File: src/hdl/mmt_pkg.sv
// Package: register map, field positions and constants for the motor mode timer unit
// Summary of operation
// - Timer stops at all-ones on overflow and sets the overflow flag
// - Control B bit 5 reports timer overflow
// - Control A bit 4 lets each timeout compare event clear the timer
// - Control A bit 3 lets overload assertion clear the timer
// - Writing 1 to control A bit 2 clears the timer
// - Control A bit 1 lets each position detection event clear the timer
// - Control A bit 0 starts the timer counting on the selected clock
// - Disabling the timer cancels all armed compare channels
// - Control A bits 7 to 5 select the timer clock
// - Channels act only while running; fire once, disarm, or disarm on clear
// - Commutation channel fires when count is greater than or equal to compare
// - A late commutation compare below the count still fires
// - Detect-start and timeout channels fire only on exact equality
// - Any compare write rearms that channel, even with an unchanged value
// - Control B bit 1 captures the count on each position detection
// - Control B bit 3 captures the count on overload assertion
// - Writing 1 to control B bit 2 captures the live count
// - Control B bit 7 drives interrupt requests out for observation
// - Capture and compare registers are 16 bits and reset to zero
package mmt_pkg;
	// Byte offsets on APB
	localparam logic [7:0]  OFS_CTRL_A     = 8'h00;
	localparam logic [7:0]  OFS_CTRL_B     = 8'h04;
	localparam logic [7:0]  OFS_CAPTURE    = 8'h08;
	localparam logic [7:0]  OFS_COMMUTATION_COMPARE       = 8'h0c;
	localparam logic [7:0]  OFS_DETECT_START_COMPARE       = 8'h10;
	localparam logic [7:0]  OFS_TIMEOUT_COMPARE       = 8'h14;
	// Control A fields
	localparam int          A_EN           = 0;
	localparam int          A_DET_CLR      = 1;
	localparam int          A_SW_CLR       = 2;
	localparam int          A_OVL_CLR      = 3;
	localparam int          A_TO_CLR       = 4;
	localparam int          A_CKSEL_LO     = 5;
	// Control B fields
	localparam int          B_DET_CAP      = 1;
	localparam int          B_SW_CAP       = 2;
	localparam int          B_OVL_CAP      = 3;
	localparam int          B_OVF          = 5;
	localparam int          B_DBG          = 7;
	// Reset values and limits
	localparam logic [15:0] CNT_MAX        = 16'hffff;
	localparam logic [15:0] REG16_RST      = 16'h0000;
	localparam logic [7:0]  REG8_RST       = 8'h00;
	localparam logic [7:0]  CTRL_B_WMASK   = 8'h8a;
	localparam logic [2:0]  CKSEL_RST      = 3'h0;
	localparam logic [3:0]  DIV_ZERO       = 4'h0;
	localparam logic [7:0]  CNT_ONE        = 8'h01;
endpackage
`default_nettype wire

File: src/hdl/mmt_timer_unit.sv
// Motor mode timer unit: 16-bit mode timer, capture, three compare channels, APB slave
//
// The register offsets and register access over APB were chosen for this implementation.
`timescale 1ns/1ps
`default_nettype none
module mmt_timer_unit
(
	input  wire logic        pclk,
	input  wire logic        presetn,
	input  wire logic        psel,
	input  wire logic        penable,
	input  wire logic        pwrite,
	input  wire logic [7:0]  paddr,
	input  wire logic [31:0] pwdata,
	output logic      [31:0] prdata,
	output logic             pready,
	output logic             pslverr,
	input  wire logic        position_detect_irq,
	input  wire logic        overload_signal,
	output logic             commutation_irq,
	output logic             detect_start_irq,
	output logic             timeout_irq,
	output logic      [2:0]  debug_port
);

	// Address decode shared by read and write paths
	function automatic logic [2:0] dec(input logic [7:0] a);
		unique case (a)
			mmt_pkg::OFS_CTRL_A:  return 3'h0;
			mmt_pkg::OFS_CTRL_B:  return 3'h1;
			mmt_pkg::OFS_CAPTURE: return 3'h2;
			mmt_pkg::OFS_COMMUTATION_COMPARE:    return 3'h3;
			mmt_pkg::OFS_DETECT_START_COMPARE:    return 3'h4;
			mmt_pkg::OFS_TIMEOUT_COMPARE:    return 3'h5;
			default:              return 3'h7;
		endcase
	endfunction

	logic [7:0]  ctrl_a_r;
	logic [7:0]  ctrl_b_r;
	logic        ovf_r;
	logic [15:0] count_r;
	logic [15:0] cap_r;
	logic [15:0] cmp_r [3];
	logic [2:0]  armed_r;
	logic [7:0]  div_r;
	logic [2:0]  pd_sync_r;
	logic [2:0]  ov_sync_r;
	logic        pd_lvl_r;
	logic        ov_lvl_r;
	logic        acc;
	logic        wr;
	logic [2:0]  sel;
	logic        tick;
	logic        pd_ev;
	logic        ov_ev;
	logic        sw_clr;
	logic        sw_cap;
	logic [2:0]  hit;
	logic        clr;
	logic        cap;
	logic        running;
	logic        stop_wr;

	assign acc     = psel & penable;
	assign wr      = acc & pwrite;
	assign sel     = dec(paddr);
	assign running = ctrl_a_r[mmt_pkg::A_EN];
	// Only stopping a running timer cancels; compares loaded before enable must survive
	assign stop_wr = running & wr & (sel == 3'h0) & ~pwdata[mmt_pkg::A_EN];
	// Prescaler taps: all low bits ones marks the divided tick
	assign tick    = running & ((ctrl_a_r[7:5] == 3'h0) |
		(&(div_r | ~((mmt_pkg::CNT_ONE << ctrl_a_r[7:5]) - mmt_pkg::CNT_ONE))));
	// Requests from software live only in the write cycle, never stored
	assign sw_clr  = wr & (sel == 3'h0) & pwdata[mmt_pkg::A_SW_CLR];
	assign sw_cap  = wr & (sel == 3'h1) & pwdata[mmt_pkg::B_SW_CAP];

	// Three-stage synchronisers; a level counts once stages two and three agree
	always_ff @(posedge pclk or negedge presetn)
		if (!presetn)
		begin
			pd_sync_r <= 3'h0;
			ov_sync_r <= 3'h0;
			pd_lvl_r  <= 1'b0;
			ov_lvl_r  <= 1'b0;
		end
		else
		begin
			pd_sync_r <= {pd_sync_r[1:0], position_detect_irq};
			ov_sync_r <= {ov_sync_r[1:0], overload_signal};
			if (pd_sync_r[1] == pd_sync_r[2])
				pd_lvl_r <= pd_sync_r[2];
			if (ov_sync_r[1] == ov_sync_r[2])
				ov_lvl_r <= ov_sync_r[2];
		end

	// Rising edges of the filtered levels are the events
	assign pd_ev = (pd_sync_r[1] == pd_sync_r[2]) & pd_sync_r[2] & ~pd_lvl_r;
	assign ov_ev = (ov_sync_r[1] == ov_sync_r[2]) & ov_sync_r[2] & ~ov_lvl_r;

	// Compare hits; only armed channels on a running timer count
	assign hit[0] = running & armed_r[0] & (count_r >= cmp_r[0]);
	assign hit[1] = running & armed_r[1] & (count_r == cmp_r[1]);
	assign hit[2] = running & armed_r[2] & (count_r == cmp_r[2]);

	// Clear sources collected
	assign clr = sw_clr
		| (ctrl_a_r[mmt_pkg::A_TO_CLR] & hit[2])
		| (ctrl_a_r[mmt_pkg::A_OVL_CLR] & ov_ev)
		| (ctrl_a_r[mmt_pkg::A_DET_CLR] & pd_ev);
	// Capture sources collected
	assign cap = sw_cap
		| (ctrl_b_r[mmt_pkg::B_OVL_CAP] & ov_ev)
		| (ctrl_b_r[mmt_pkg::B_DET_CAP] & pd_ev);

	// Free prescaler; held at zero while stopped so each start is aligned
	always_ff @(posedge pclk or negedge presetn)
		if (!presetn)
			div_r <= 8'h00;
		else if (!running)
			div_r <= 8'h00;
		else
			div_r <= div_r + mmt_pkg::CNT_ONE;

	// Mode timer: clear wins, otherwise count and saturate
	always_ff @(posedge pclk or negedge presetn)
		if (!presetn)
			count_r <= mmt_pkg::REG16_RST;
		else if (clr)
			count_r <= mmt_pkg::REG16_RST;
		else if (tick && count_r != mmt_pkg::CNT_MAX)
			count_r <= count_r + 16'h0001;

	// Overflow flag: set at saturation; write 0 to bit 5 clears, set wins
	always_ff @(posedge pclk or negedge presetn)
		if (!presetn)
			ovf_r <= 1'b0;
		else if (tick && !clr && count_r == mmt_pkg::CNT_MAX)
			ovf_r <= 1'b1;
		else if (wr && sel == 3'h1 && !pwdata[mmt_pkg::B_OVF])
			ovf_r <= 1'b0;

	// Capture takes the pre-clear count, so a full interval is recorded
	always_ff @(posedge pclk or negedge presetn)
		if (!presetn)
			cap_r <= mmt_pkg::REG16_RST;
		else if (cap)
			cap_r <= count_r;

	// Control registers; soft clear and capture bits are never stored
	always_ff @(posedge pclk or negedge presetn)
		if (!presetn)
		begin
			ctrl_a_r <= mmt_pkg::REG8_RST;
			ctrl_b_r <= mmt_pkg::REG8_RST;
		end
		else if (wr)
		begin
			if (sel == 3'h0)
				ctrl_a_r <= pwdata[7:0] & ~(8'h01 << mmt_pkg::A_SW_CLR);
			if (sel == 3'h1)
				ctrl_b_r <= pwdata[7:0] & mmt_pkg::CTRL_B_WMASK;
		end

	// Compare registers and arming per channel
	genvar g;
	generate
		for (g = 0; g < 3; g++)
		begin : g_ch
			always_ff @(posedge pclk or negedge presetn)
				if (!presetn)
				begin
					cmp_r[g]   <= mmt_pkg::REG16_RST;
					armed_r[g] <= 1'b0;
				end
				else if (wr && sel == 3'(g + 3))
				begin
					cmp_r[g]   <= pwdata[15:0];
					armed_r[g] <= 1'b1;
				end
				else if (stop_wr || hit[g] || clr)
					armed_r[g] <= 1'b0;
		end
	endgenerate

	// Interrupt pulses, one cycle each, straight from flip-flops
	always_ff @(posedge pclk or negedge presetn)
		if (!presetn)
		begin
			commutation_irq  <= 1'b0;
			detect_start_irq <= 1'b0;
			timeout_irq      <= 1'b0;
			debug_port       <= 3'h0;
		end
		else
		begin
			commutation_irq  <= hit[0];
			detect_start_irq <= hit[1];
			timeout_irq      <= hit[2];
			debug_port       <= ctrl_b_r[mmt_pkg::B_DBG] ? hit : 3'h0;
		end

	// APB: one wait-free access phase; unmapped addresses answer with an error
	always_ff @(posedge pclk or negedge presetn)
		if (!presetn)
		begin
			prdata  <= 32'h0000_0000;
			pready  <= 1'b0;
			pslverr <= 1'b0;
		end
		else
		begin
			pready  <= psel & ~penable;
			pslverr <= psel & ~penable & (sel == 3'h7);
			prdata  <= 32'h0000_0000;
			if (psel && !penable && !pwrite)
				unique case (sel)
					3'h0:    prdata <= {24'h000000, ctrl_a_r};
					3'h1:    prdata <= {24'h000000, ctrl_b_r | ({7'h00, ovf_r} << mmt_pkg::B_OVF)};
					3'h2:    prdata <= {16'h0000, cap_r};
					3'h3:    prdata <= {16'h0000, cmp_r[0]};
					3'h4:    prdata <= {16'h0000, cmp_r[1]};
					3'h5:    prdata <= {16'h0000, cmp_r[2]};
					default: prdata <= 32'h0000_0000;
				endcase
		end

	// Checks on counting, clearing, arming and capture
	// Saturation holds the count at all-ones
	a_sat_hold: assert property (@(posedge pclk) disable iff (!presetn)
		(count_r == mmt_pkg::CNT_MAX && !clr) |=> count_r == mmt_pkg::CNT_MAX)
		else $error("timer left all-ones without clear");

	// Overflow flag follows a tick at all-ones
	a_ovf_flag: assert property (@(posedge pclk) disable iff (!presetn)
		(tick && !clr && count_r == mmt_pkg::CNT_MAX) |=> ovf_r)
		else $error("overflow flag not set");

	// Flag only drops through a register write
	a_ovf_keep: assert property (@(posedge pclk) disable iff (!presetn)
		(ovf_r && !wr) |=> ovf_r)
		else $error("overflow flag dropped by itself");

	// Flag appears in bit 5 of the read word
	a_ovf_read: assert property (@(posedge pclk) disable iff (!presetn)
		(psel && !penable && !pwrite && sel == 3'h1) |=> prdata[mmt_pkg::B_OVF] == $past(ovf_r))
		else $error("overflow flag not readable");

	// Timeout compare clears when enabled
	a_to_clear: assert property (@(posedge pclk) disable iff (!presetn)
		(hit[2] && ctrl_a_r[mmt_pkg::A_TO_CLR]) |=> count_r == 16'h0000)
		else $error("timeout compare did not clear timer");

	// Overload clears when enabled
	a_ovl_clear: assert property (@(posedge pclk) disable iff (!presetn)
		(ov_ev && ctrl_a_r[mmt_pkg::A_OVL_CLR]) |=> count_r == 16'h0000)
		else $error("overload did not clear timer");

	// Soft clear works at once and is not stored
	a_sw_clear: assert property (@(posedge pclk) disable iff (!presetn)
		sw_clr |=> (count_r == 16'h0000 && !ctrl_a_r[mmt_pkg::A_SW_CLR]))
		else $error("soft clear failed");

	// Detection clears when enabled
	a_det_clear: assert property (@(posedge pclk) disable iff (!presetn)
		(pd_ev && ctrl_a_r[mmt_pkg::A_DET_CLR]) |=> count_r == 16'h0000)
		else $error("detection did not clear timer");

	// A stopped timer holds its value
	a_stop_idle: assert property (@(posedge pclk) disable iff (!presetn)
		(!running && !clr) |=> $stable(count_r))
		else $error("timer moved while disabled");

	// Each tick below all-ones adds one
	a_count_step: assert property (@(posedge pclk) disable iff (!presetn)
		(tick && !clr && count_r != mmt_pkg::CNT_MAX) |=> count_r == $past(count_r) + 16'h0001)
		else $error("count did not step");

	// Stopping a running timer cancels every armed channel
	a_disarm_off: assert property (@(posedge pclk) disable iff (!presetn)
		stop_wr |=> armed_r == 3'h0)
		else $error("channel armed after stop");

	// Undivided clock ticks on every edge
	a_tick_base: assert property (@(posedge pclk) disable iff (!presetn)
		(running && ctrl_a_r[7:5] == 3'h0) |-> tick)
		else $error("undivided tick missing");

	// Commutation disarms after firing unless rewritten
	a_fire_once: assert property (@(posedge pclk) disable iff (!presetn)
		(hit[0] && !(wr && sel == 3'h3)) |=> !armed_r[0])
		else $error("commutation stayed armed");

	// Detect start disarms after firing unless rewritten
	a_ds_disarm: assert property (@(posedge pclk) disable iff (!presetn)
		(hit[1] && !(wr && sel == 3'h4)) |=> !armed_r[1])
		else $error("detect start stayed armed");

	// Timeout disarms after firing unless rewritten
	a_to_disarm: assert property (@(posedge pclk) disable iff (!presetn)
		(hit[2] && !(wr && sel == 3'h5)) |=> !armed_r[2])
		else $error("timeout stayed armed");

	// A clear disarms all channels not rewritten in that cycle
	a_clr_disarm: assert property (@(posedge pclk) disable iff (!presetn)
		(clr && !(wr && sel > 3'h2)) |=> armed_r == 3'h0)
		else $error("clear left a channel armed");

	// Magnitude compare fires at or past the value
	a_mag_cmp: assert property (@(posedge pclk) disable iff (!presetn)
		(running && armed_r[0] && count_r >= cmp_r[0]) |=> commutation_irq)
		else $error("magnitude compare missed");

	// Magnitude compare stays quiet below the value
	a_mag_miss: assert property (@(posedge pclk) disable iff (!presetn)
		(running && armed_r[0] && count_r < cmp_r[0]) |=> !commutation_irq)
		else $error("magnitude compare fired early");

	// Detect start only on equality
	a_eq_cmp: assert property (@(posedge pclk) disable iff (!presetn)
		detect_start_irq |-> $past(count_r) == $past(cmp_r[1]))
		else $error("detect start fired off equality");

	// Timeout only on equality
	a_to_eq: assert property (@(posedge pclk) disable iff (!presetn)
		timeout_irq |-> $past(count_r) == $past(cmp_r[2]))
		else $error("timeout fired off equality");

	// Armed detect start fires on equality
	a_ds_fire: assert property (@(posedge pclk) disable iff (!presetn)
		(running && armed_r[1] && count_r == cmp_r[1]) |=> detect_start_irq)
		else $error("detect start missed equality");

	// Commutation compare writes rearm their channel
	a_rearm: assert property (@(posedge pclk) disable iff (!presetn)
		(wr && sel == 3'h3) |=> armed_r[0])
		else $error("compare write did not rearm");

	// Detect start write rearms
	a_rearm_ds: assert property (@(posedge pclk) disable iff (!presetn)
		(wr && sel == 3'h4) |=> armed_r[1])
		else $error("detect start write did not rearm");

	// Timeout write rearms
	a_rearm_to: assert property (@(posedge pclk) disable iff (!presetn)
		(wr && sel == 3'h5) |=> armed_r[2])
		else $error("timeout write did not rearm");

	// Detection captures when enabled
	a_det_cap: assert property (@(posedge pclk) disable iff (!presetn)
		(pd_ev && ctrl_b_r[mmt_pkg::B_DET_CAP]) |=> cap_r == $past(count_r))
		else $error("detection capture missed");

	// Overload captures when enabled
	a_ovl_cap: assert property (@(posedge pclk) disable iff (!presetn)
		(ov_ev && ctrl_b_r[mmt_pkg::B_OVL_CAP]) |=> cap_r == $past(count_r))
		else $error("overload capture missed");

	// Soft capture takes the live count
	a_swcap_val: assert property (@(posedge pclk) disable iff (!presetn)
		sw_cap |=> cap_r == $past(count_r))
		else $error("soft capture missed");

	// Any capture takes the count from before a simultaneous clear
	a_cap_pre: assert property (@(posedge pclk) disable iff (!presetn)
		cap |=> cap_r == $past(count_r))
		else $error("capture value wrong");

	// Capture register holds between triggers
	a_cap_hold: assert property (@(posedge pclk) disable iff (!presetn)
		!cap |=> $stable(cap_r))
		else $error("capture register moved");

	// Soft capture bit reads back as zero
	a_req_zero: assert property (@(posedge pclk) disable iff (!presetn)
		(psel && !penable && !pwrite && sel == 3'h1) |=> !prdata[mmt_pkg::B_SW_CAP])
		else $error("soft capture bit read back");

	// Debug pins silent while disabled
	a_dbg_out: assert property (@(posedge pclk) disable iff (!presetn)
		(!ctrl_b_r[mmt_pkg::B_DBG]) |=> debug_port == 3'h0)
		else $error("debug output without enable");

	// Debug pins mirror the compare hits
	a_dbg_mirror: assert property (@(posedge pclk) disable iff (!presetn)
		ctrl_b_r[mmt_pkg::B_DBG] |=> debug_port == $past(hit))
		else $error("debug output does not mirror hits");

endmodule // mmt_timer_unit
`default_nettype wire

File: config.mk
export PLATFORM = sky130hd
export DESIGN_NAME = mmt_timer_unit
export DESIGN_NICKNAME = d
export VERILOG_FILES = /design/src/hdl/mmt_pkg.sv /design/src/hdl/mmt_timer_unit.sv
export SDC_FILE = /design/constraint.sdc
export NUM_CORES = 1
export LEC_CHECK = 0
export ABC_AREA = 1
export CAP_MARGIN = 20
export CORE_UTILIZATION = 30
export DETAILED_ROUTE_END_ITERATION = 7
export DONT_BUFFER_PORTS = 1
export GPL_TIMING_DRIVEN = 1
export SYNTH_ARGS = -nofsm -noshare
export SYNTH_HDL_FRONTEND = slang
export SYNTH_SLANG_ARGS = --single-unit
File: constraint.sdc
create_clock -name pclk -period 1.6 [get_ports pclk]
set_input_delay 0.16 -clock pclk [delete_from_list [all_inputs] [get_ports pclk]]
set_output_delay 0.16 -clock pclk [all_outputs]
set_load 0.03 [all_outputs]
Word level (Yosys, flattened, before mapping). Cells that the tools add are included.

Word-level logic and storage cells: 131. Output and inout bits: 40. Bits in registers: 150. Input bits: 47.

Reduce and logical (&&, ||, !) cells: 31. Shift operators: 1. Equality and inequality tests: 17. Add/sub/neg operators: 3. Magnitude comparators: 1. Muxes and demuxes: 15. Bitwise operators: 40.

Operators by type and width (count): one-hot mux 16 bit (6 select lines) (1); two-way mux 16 bit (3); == test 16 bit (2); bitwise AND 1 bit (27); one-hot mux 3 bit (6 select lines) (1); adder 16 x 1 -> 16 bit, second input constant (1); == test 16 bit, second input constant (1); == test 8 x 4 -> 1 bit, second input constant (2); == test 8 x 5 -> 1 bit, second input constant (2); >= comparator 16 bit (1); inequality test 16 bit, second input constant (1); logical AND 1 bit (10); nonzero test 2 bit (5); == test 3 bit, second input constant (3); adder 8 x 1 -> 8 bit, second input constant (1); == test 8 x 3 -> 1 bit, second input constant (1); logical NOT 8 bit (1); two-way mux 1 bit (8); two-way mux 8 bit (1); NOT 8 bit (1); OR 8 x 6 -> 8 bit (1); OR 8 bit (1); AND reduction 8 bit (1); << shifter 1 x 3 -> 8 bit, first input constant (1); 11 further kinds (31).

Depth between registers and ports, before layout.
Depth after elaboration: 12. Depth in mapped cells: 15. Depth with buffers taken out: 14.

Worst setup path before layout. No wires, ideal clock.

Path kind: input to register. Start point: input paddr[4]. End point: register cmp_r[2] in the netlist's numbering. Arrival time: 1.799 ns. Library setup time: 0.124 ns. Stages on the path: 14. Path buffers: 1. Slack: -0.323 ns. Data required time: 1.476 ns. Cells stage by stage: nor2_2 > nand2_4 > nor3_4 > inv_2 > ha_1 > inv_1 > nor2_2 > nor2_4 > nand2_2 > nor2_4 > nand2_2 > buf_2 > nand2_1 > o21ai_1.

Word-level cells in the longest chain between the ends: 4. Elaborated cells on any way between the ends: 9. Classes of those cells: eq/ne (6); mux (1); reduce/logical (2).

RTL lines: start, declared (RTL line mmt_timer_unit.sv:13) `input wire logic [7:0] paddr,`; == test 8 x 5 -> 1 bit, or another cell as far along (RTL line mmt_timer_unit.sv:28) `unique case (a)`; one-hot mux 3 bit (6 select lines) * (RTL line mmt_timer_unit.sv:28); == test 3 bit * (RTL line mmt_timer_unit.sv:176) `else if (wr && sel == 3'(g + 3))`; logical AND 1 bit * (RTL line mmt_timer_unit.sv:176); end signal, assigned by index (RTL line mmt_timer_unit.sv:173) `cmp_r[g] <= mmt_pkg::REG16_RST;`; end signal, assigned by index (RTL line mmt_timer_unit.sv:178) `cmp_r[g] <= pwdata[15:0];`; end, declared (RTL line mmt_timer_unit.sv:44) `logic [15:0] cmp_r [3];`.

Mark *: on every way between the ends. The rest lies on a longest branch, timed or not. A chain may end at the register's enable or synchronous reset.

Final worst setup path.
Start point: register count_r[15]. End point: register armed_r[0].

Word-level cells in the longest chain between the ends: 8. Elaborated cells on any way between the ends: 11. Classes of those cells: order compare (1); eq/ne (1); bitwise (6); reduce/logical (3).

RTL lines: start, declared (RTL line mmt_timer_unit.sv:42) `logic [15:0] count_r;`; start signal, assigned (RTL line mmt_timer_unit.sv:128) `count_r <= mmt_pkg::REG16_RST;`; start signal, assigned (RTL line mmt_timer_unit.sv:130) `count_r <= mmt_pkg::REG16_RST;`; start signal, assigned (RTL line mmt_timer_unit.sv:132) `count_r <= count_r + 16'h0001;`; == test 16 bit (RTL line mmt_timer_unit.sv:104) `assign hit[2] = running & armed_r[2] & (count_r == cmp_r[2]);`; bitwise AND 1 bit (RTL line mmt_timer_unit.sv:104); bitwise AND 1 bit (RTL line mmt_timer_unit.sv:108) `| (ctrl_a_r[mmt_pkg::A_TO_CLR] & hit[2])`; OR 1 bit (RTL line mmt_timer_unit.sv:108); OR 1 bit (RTL line mmt_timer_unit.sv:109) `| (ctrl_a_r[mmt_pkg::A_OVL_CLR] & ov_ev)`; OR 1 bit (RTL line mmt_timer_unit.sv:110) `| (ctrl_a_r[mmt_pkg::A_DET_CLR] & pd_ev);`; logical OR 1 bit * (RTL line mmt_timer_unit.sv:181) `else if (stop_wr || hit[g] || clr)`; nonzero test 2 bit (no line) *; end signal, assigned by index (RTL line mmt_timer_unit.sv:174) `armed_r[g] <= 1'b0;`; end signal, assigned by index (RTL line mmt_timer_unit.sv:179) `armed_r[g] <= 1'b1;`; end signal, assigned by index (RTL line mmt_timer_unit.sv:182) `armed_r[g] <= 1'b0;`; end, declared (RTL line mmt_timer_unit.sv:45) `logic [2:0] armed_r;`.

Marks and branches as above.

==> metrics.txt <==
# TYPE chip_impl_metric gauge
chip_impl_info{name="run_status",value="finished, violations left"} 1
chip_impl_info{name="failed_checks",value="negative hold slack, negative setup slack"} 1
chip_impl_metric{name="critPathArrivalTime",unit="ps"} 2050
chip_impl_metric{name="overall_global_routing_usage",unit="%"} 19.4
chip_impl_info{name="hold_removal_path_class",value="input port to async pin"} 1
chip_impl_metric{name="report.final.slew_viol_count",unit=""} 0
chip_impl_info{name="synth_flop_cell",value="sky130_fd_sc_hd__dfrtp_1"} 1
chip_impl_metric{name="fin_hold_ws",unit="ps"} -576
chip_impl_metric{name="globalplace.congestion",unit=""} 0.937
chip_impl_metric{name="yosysWarnings",unit=""} 0
chip_impl_metric{name="path_clk_slew",unit="ps"} 60
chip_impl_info{name="cts_root_buf",value="sky130_fd_sc_hd__clkbuf_16"} 1
chip_impl_metric{name="design.final.nets",unit=""} 1183
chip_impl_info{name="endpoint_kind",value="flop"} 1
chip_impl_metric{name="floorplan.die_area",unit="µm²"} 24500
chip_impl_metric{name="finalPower",unit="mW"} 11.9
chip_impl_metric{name="synthesized_area_fraction_occupied_by_xor_and_xnor_cells",unit="%"} 1.47
chip_impl_metric{name="synth_top_area_share",unit="%"} 46.5
chip_impl_metric{name="starting_density_of_the_core",unit="%"} 30.5
chip_impl_metric{name="ctsHoldBuffers",unit=""} 17
chip_impl_metric{name="mappedNetlistArea",unit="µm²"} 7160
chip_impl_metric{name="cts_buffers",unit=""} 17
chip_impl_metric{name="final_layout_size_suffix_gt1_share",unit="%"} 29.5
chip_impl_info{name="synthMostInstantiatedCell",value="sky130_fd_sc_hd__nand2_1"} 1
chip_impl_metric{name="synth.avg_cell_area",unit="µm²"} 7.74
chip_impl_metric{name="yosys-mux-area-fraction",unit="%"} 0
chip_impl_info{name="cts_tree",value="yes"} 1
chip_impl_metric{name="route.vias.total",unit=""} 6682
chip_impl_info{name="timing.setup.critical_path_class",value="flop to flop"} 1
chip_impl_metric{name="dp.cells",unit=""} 1372
chip_impl_metric{name="final_critical_path_setup_slack",unit="ps"} -137
chip_impl_metric{name="totalWireLength",unit="mm"} 22.7
chip_impl_metric{name="maxCapViolCount",unit=""} 0
chip_impl_info{name="rsz0062_at_grt",value="true"} 1
chip_impl_metric{name="final-instance-count-excl-fill",unit=""} 1447
chip_impl_metric{name="critical_path.max_fanout",unit=""} 3
chip_impl_metric{name="pin_count_of_the_biggest_net_entering_global_routing",unit=""} 134
chip_impl_metric{name="post_synth_num_cell_types",unit=""} 41
chip_impl_metric{name="clockBufferDepth",unit=""} 2
chip_impl_metric{name="drtIter0Drc",unit=""} 541
chip_impl_info{name="synth_top_family_by_area",value="simple AND/OR/NAND/NOR gates"} 1
chip_impl_metric{name="hold_viol_final",unit=""} 133
chip_impl_info{name="synth_common_cells",value="sky130_fd_sc_hd__nand2_1 (255), sky130_fd_sc_hd__dfrtp_1 (133), sky130_fd_sc_hd__inv_1 (114), sky130_fd_sc_hd__nor2_1 (109), sky130_fd_sc_hd__o21ai_1 (48)"} 1
chip_impl_metric{name="number_of_rows_created_at_floorplan",unit=""} 56
chip_impl_metric{name="synth-edff-count",unit=""} 0
chip_impl_metric{name="drtPass1Iterations",unit=""} 5
chip_impl_metric{name="clock_tree.htree_level_count",unit=""} 4
chip_impl_metric{name="post-dp-hpwl",unit="mm"} 16.6
chip_impl_metric{name="grt_antenna_before_repair",unit=""} 0
chip_impl_metric{name="grt_first_pass_wirelength",unit="mm"} 35.4
chip_impl_metric{name="fin_skew",unit="ps"} 6.37
chip_impl_metric{name="die-height",unit="µm"} 156
chip_impl_metric{name="wire_per_inst",unit="µm"} 15.7
chip_impl_metric{name="totalNegativeSetupSlack",unit="ps"} -2150
chip_impl_metric{name="ant_nets",unit=""} 0
chip_impl_info{name="synthDominantAreaCellType",value="sky130_fd_sc_hd__dfrtp_1"} 1
chip_impl_metric{name="final_min_period",unit="ps"} 1740
chip_impl_metric{name="avgViaCountPerCell",unit=""} 4.62
chip_impl_metric{name="filler_cell_count",unit=""} 2289
chip_impl_metric{name="setup-violations-final",unit=""} 24
chip_impl_metric{name="cellPowerDensity",unit="nW/µm²"} 1180
chip_impl_metric{name="clock_insertion_delay_worst_skew",unit="ps"} 430
chip_impl_metric{name="post_synth_inst_count",unit=""} 925
chip_impl_metric{name="synth_compound_gate_area_share",unit="%"} 10.1
chip_impl_metric{name="num_io_pins",unit=""} 87
chip_impl_metric{name="drc_errors",unit=""} 0
chip_impl_metric{name="syn_to_final_growth",unit="%"} 40.7
chip_impl_metric{name="irDropWorstVdd",unit="mV"} 0.611
chip_impl_metric{name="layout.core_utilization",unit="%"} 42.9
chip_impl_metric{name="synth_async_sr_flop_share",unit="%"} 100
chip_impl_info{name="critical_path.startpoint_type",value="flop"} 1
chip_impl_metric{name="cts.sink_count",unit=""} 133
chip_impl_metric{name="synth_fa_ha_area_share",unit="%"} 3.67
chip_impl_metric{name="lkg_pwr",unit="nW"} 4.81
chip_impl_metric{name="post_synthesis_sequential_area_ratio",unit="%"} 46.5
chip_impl_metric{name="worst_ep_required_time",unit="ps"} 1910
chip_impl_info{name="synth_top_area_cells",value="sky130_fd_sc_hd__dfrtp_1 (46%), sky130_fd_sc_hd__nand2_1 (13%), sky130_fd_sc_hd__inv_1 (6.0%), sky130_fd_sc_hd__nor2_1 (5.7%), sky130_fd_sc_hd__ha_1 (3.7%)"} 1
chip_impl_metric{name="maximum_achievable_frequency",unit="MHz"} 576
chip_impl_metric{name="design.core.area",unit="µm²"} 23500
chip_impl_metric{name="chipWidth",unit="µm"} 156
chip_impl_metric{name="area_share_of_and_or_nand_nor_cells_after_synthesis",unit="%"} 28.6
chip_impl_metric{name="diodes",unit=""} 0
chip_impl_metric{name="globalRouteOverflowTotal",unit=""} 0
chip_impl_metric{name="first_global_vias",unit=""} 6492
chip_impl_metric{name="portBuffers",unit=""} 0
chip_impl_metric{name="synth.ff_latch_count",unit=""} 133
chip_impl_metric{name="fin_crit_sh",unit="%"} 109
repair_timing:
| action | CTS | global route |
|---|---|---|
| setup endpoints to repair | 24 | 41 |
| pin swaps | 30 | 28 |
| gates resized for setup | 70 | 57 |
| cloned | 1 | 0 |
| hold endpoints to repair | 179 | 133 |
| buffers inserted | 13 | 13 |
metal layers:
metal / global-route usage (%) / up-vias / part of all wire, %
met5: 0 / - / 0
met4: 8.96 / 0 / 3.7
met3: 3.18 / 44 / 4.4
met2: 30.4 / 174 / 46
met1: 26.1 / 3172 / 46
li1: - / 3292 / -
registers in the layout, indices dropped and copies added (netlist names):
signal,flops
cmp_r,48
pslverr,1
armed_r,3
ctrl_b_r,3
ctrl_a_r,7
cap_r,16
debug_port,3
timeout_irq,1
pd_lvl_r,1
count_r,16
pd_sync_r,3
ovf_r,1
detect_start_irq,1
commutation_irq,1
prdata,16
pready,1
div_r,7
ov_lvl_r,1
ov_sync_r,3
worst max-delay path, stage by stage, from the launching register on:
cell                      delay, ps
sky130_fd_sc_hd__dfrtp_1        430
sky130_fd_sc_hd__ha_4           290
sky130_fd_sc_hd__nand2_1        110
sky130_fd_sc_hd__nor4_4         290
sky130_fd_sc_hd__buf_4          170
sky130_fd_sc_hd__nand3_2         60
sky130_fd_sc_hd__nand3_2         90
sky130_fd_sc_hd__nand2_4         70
sky130_fd_sc_hd__nand3_2         50
sky130_fd_sc_hd__nand2_1         50
cell type report:
type / instances / area (µm²) / share of cell area [%]
multi-input cells: 650 / 3600 / 35.7
flip-flops and latches: 133 / 3330 / 33.0
repair buffers: 191 / 1640 / 16.3
inverters: 121 / 467 / 4.63
clock buffers: 17 / 425 / 4.22
well taps: 319 / 399 / 3.96
clock inverters: 15 / 205 / 2.04
repair inverters: 1 / 11.3 / 0.112
final timing paths:
check                                  start      endpoint  slack (ps)  cells past startpoint
worst max-delay path             count_r[15]    armed_r[0]        -140                      9
worst min-delay path                 presetn    prdata[14]        -580                      0
worst max register to register   count_r[15]    armed_r[0]        -140                      9
worst min register to register  ov_sync_r[0]  ov_sync_r[1]         360                      0
max in group asynchronous            presetn      div_r[0]        1970                      0
min in group pclk                  pwdata[0]     cmp_r[32]          20                      2
cells by family after synthesis:
logic type | Yosys count
AO/OA/AOI/OAI | 132
buffers and inverters | 157
AND/OR/NAND/NOR | 469
XOR/XNOR | 12
other | 1
flip-flops | 133
adder cells (fa/ha/maj) | 21
stage by stage:
stage / setup slack, ps / area [µm²]
2_1_floorplan: -237 / 7260
3_3_place_gp: -393 / 8600
3_5_place_dp: -410 / 8600
4_1_cts: -133 / 9740
5_1_grt: -209 / 10100
6_report: -137 / 10100
power by group:
group / switching, mW / internal (mW) / total (mW) / leakage (nW)
logic: 2.00 / 1.82 / 3.82 / 2.76
registers: 0.223 / 3.65 / 3.87 / 1.73
clock network: 1.70 / 2.53 / 4.23 / 0.312
total: 3.93 / 8.00 / 11.9 / 4.81
placed cells by master, fill, tap and decap left out, types with 14 or more instances in the layout:
cell type                       instances
sky130_fd_sc_hd__nand2_1              237
sky130_fd_sc_hd__nor2_1                96
sky130_fd_sc_hd__o21ai_0               36
sky130_fd_sc_hd__o21ai_1               53
sky130_fd_sc_hd__inv_1                102
sky130_fd_sc_hd__inv_2                 15
sky130_fd_sc_hd__nand2_2               19
sky130_fd_sc_hd__clkbuf_16             17
sky130_fd_sc_hd__buf_6                 23
sky130_fd_sc_hd__nor2_4                14
sky130_fd_sc_hd__buf_4                145
sky130_fd_sc_hd__dfrtp_1              133
sky130_fd_sc_hd__dlygate4sd3_1         17
sky130_fd_sc_hd__nor2_2                15
sky130_fd_sc_hd__conb_1                16
sky130_fd_sc_hd__nand3_1               39
Power figures use the tool's default switching activity.
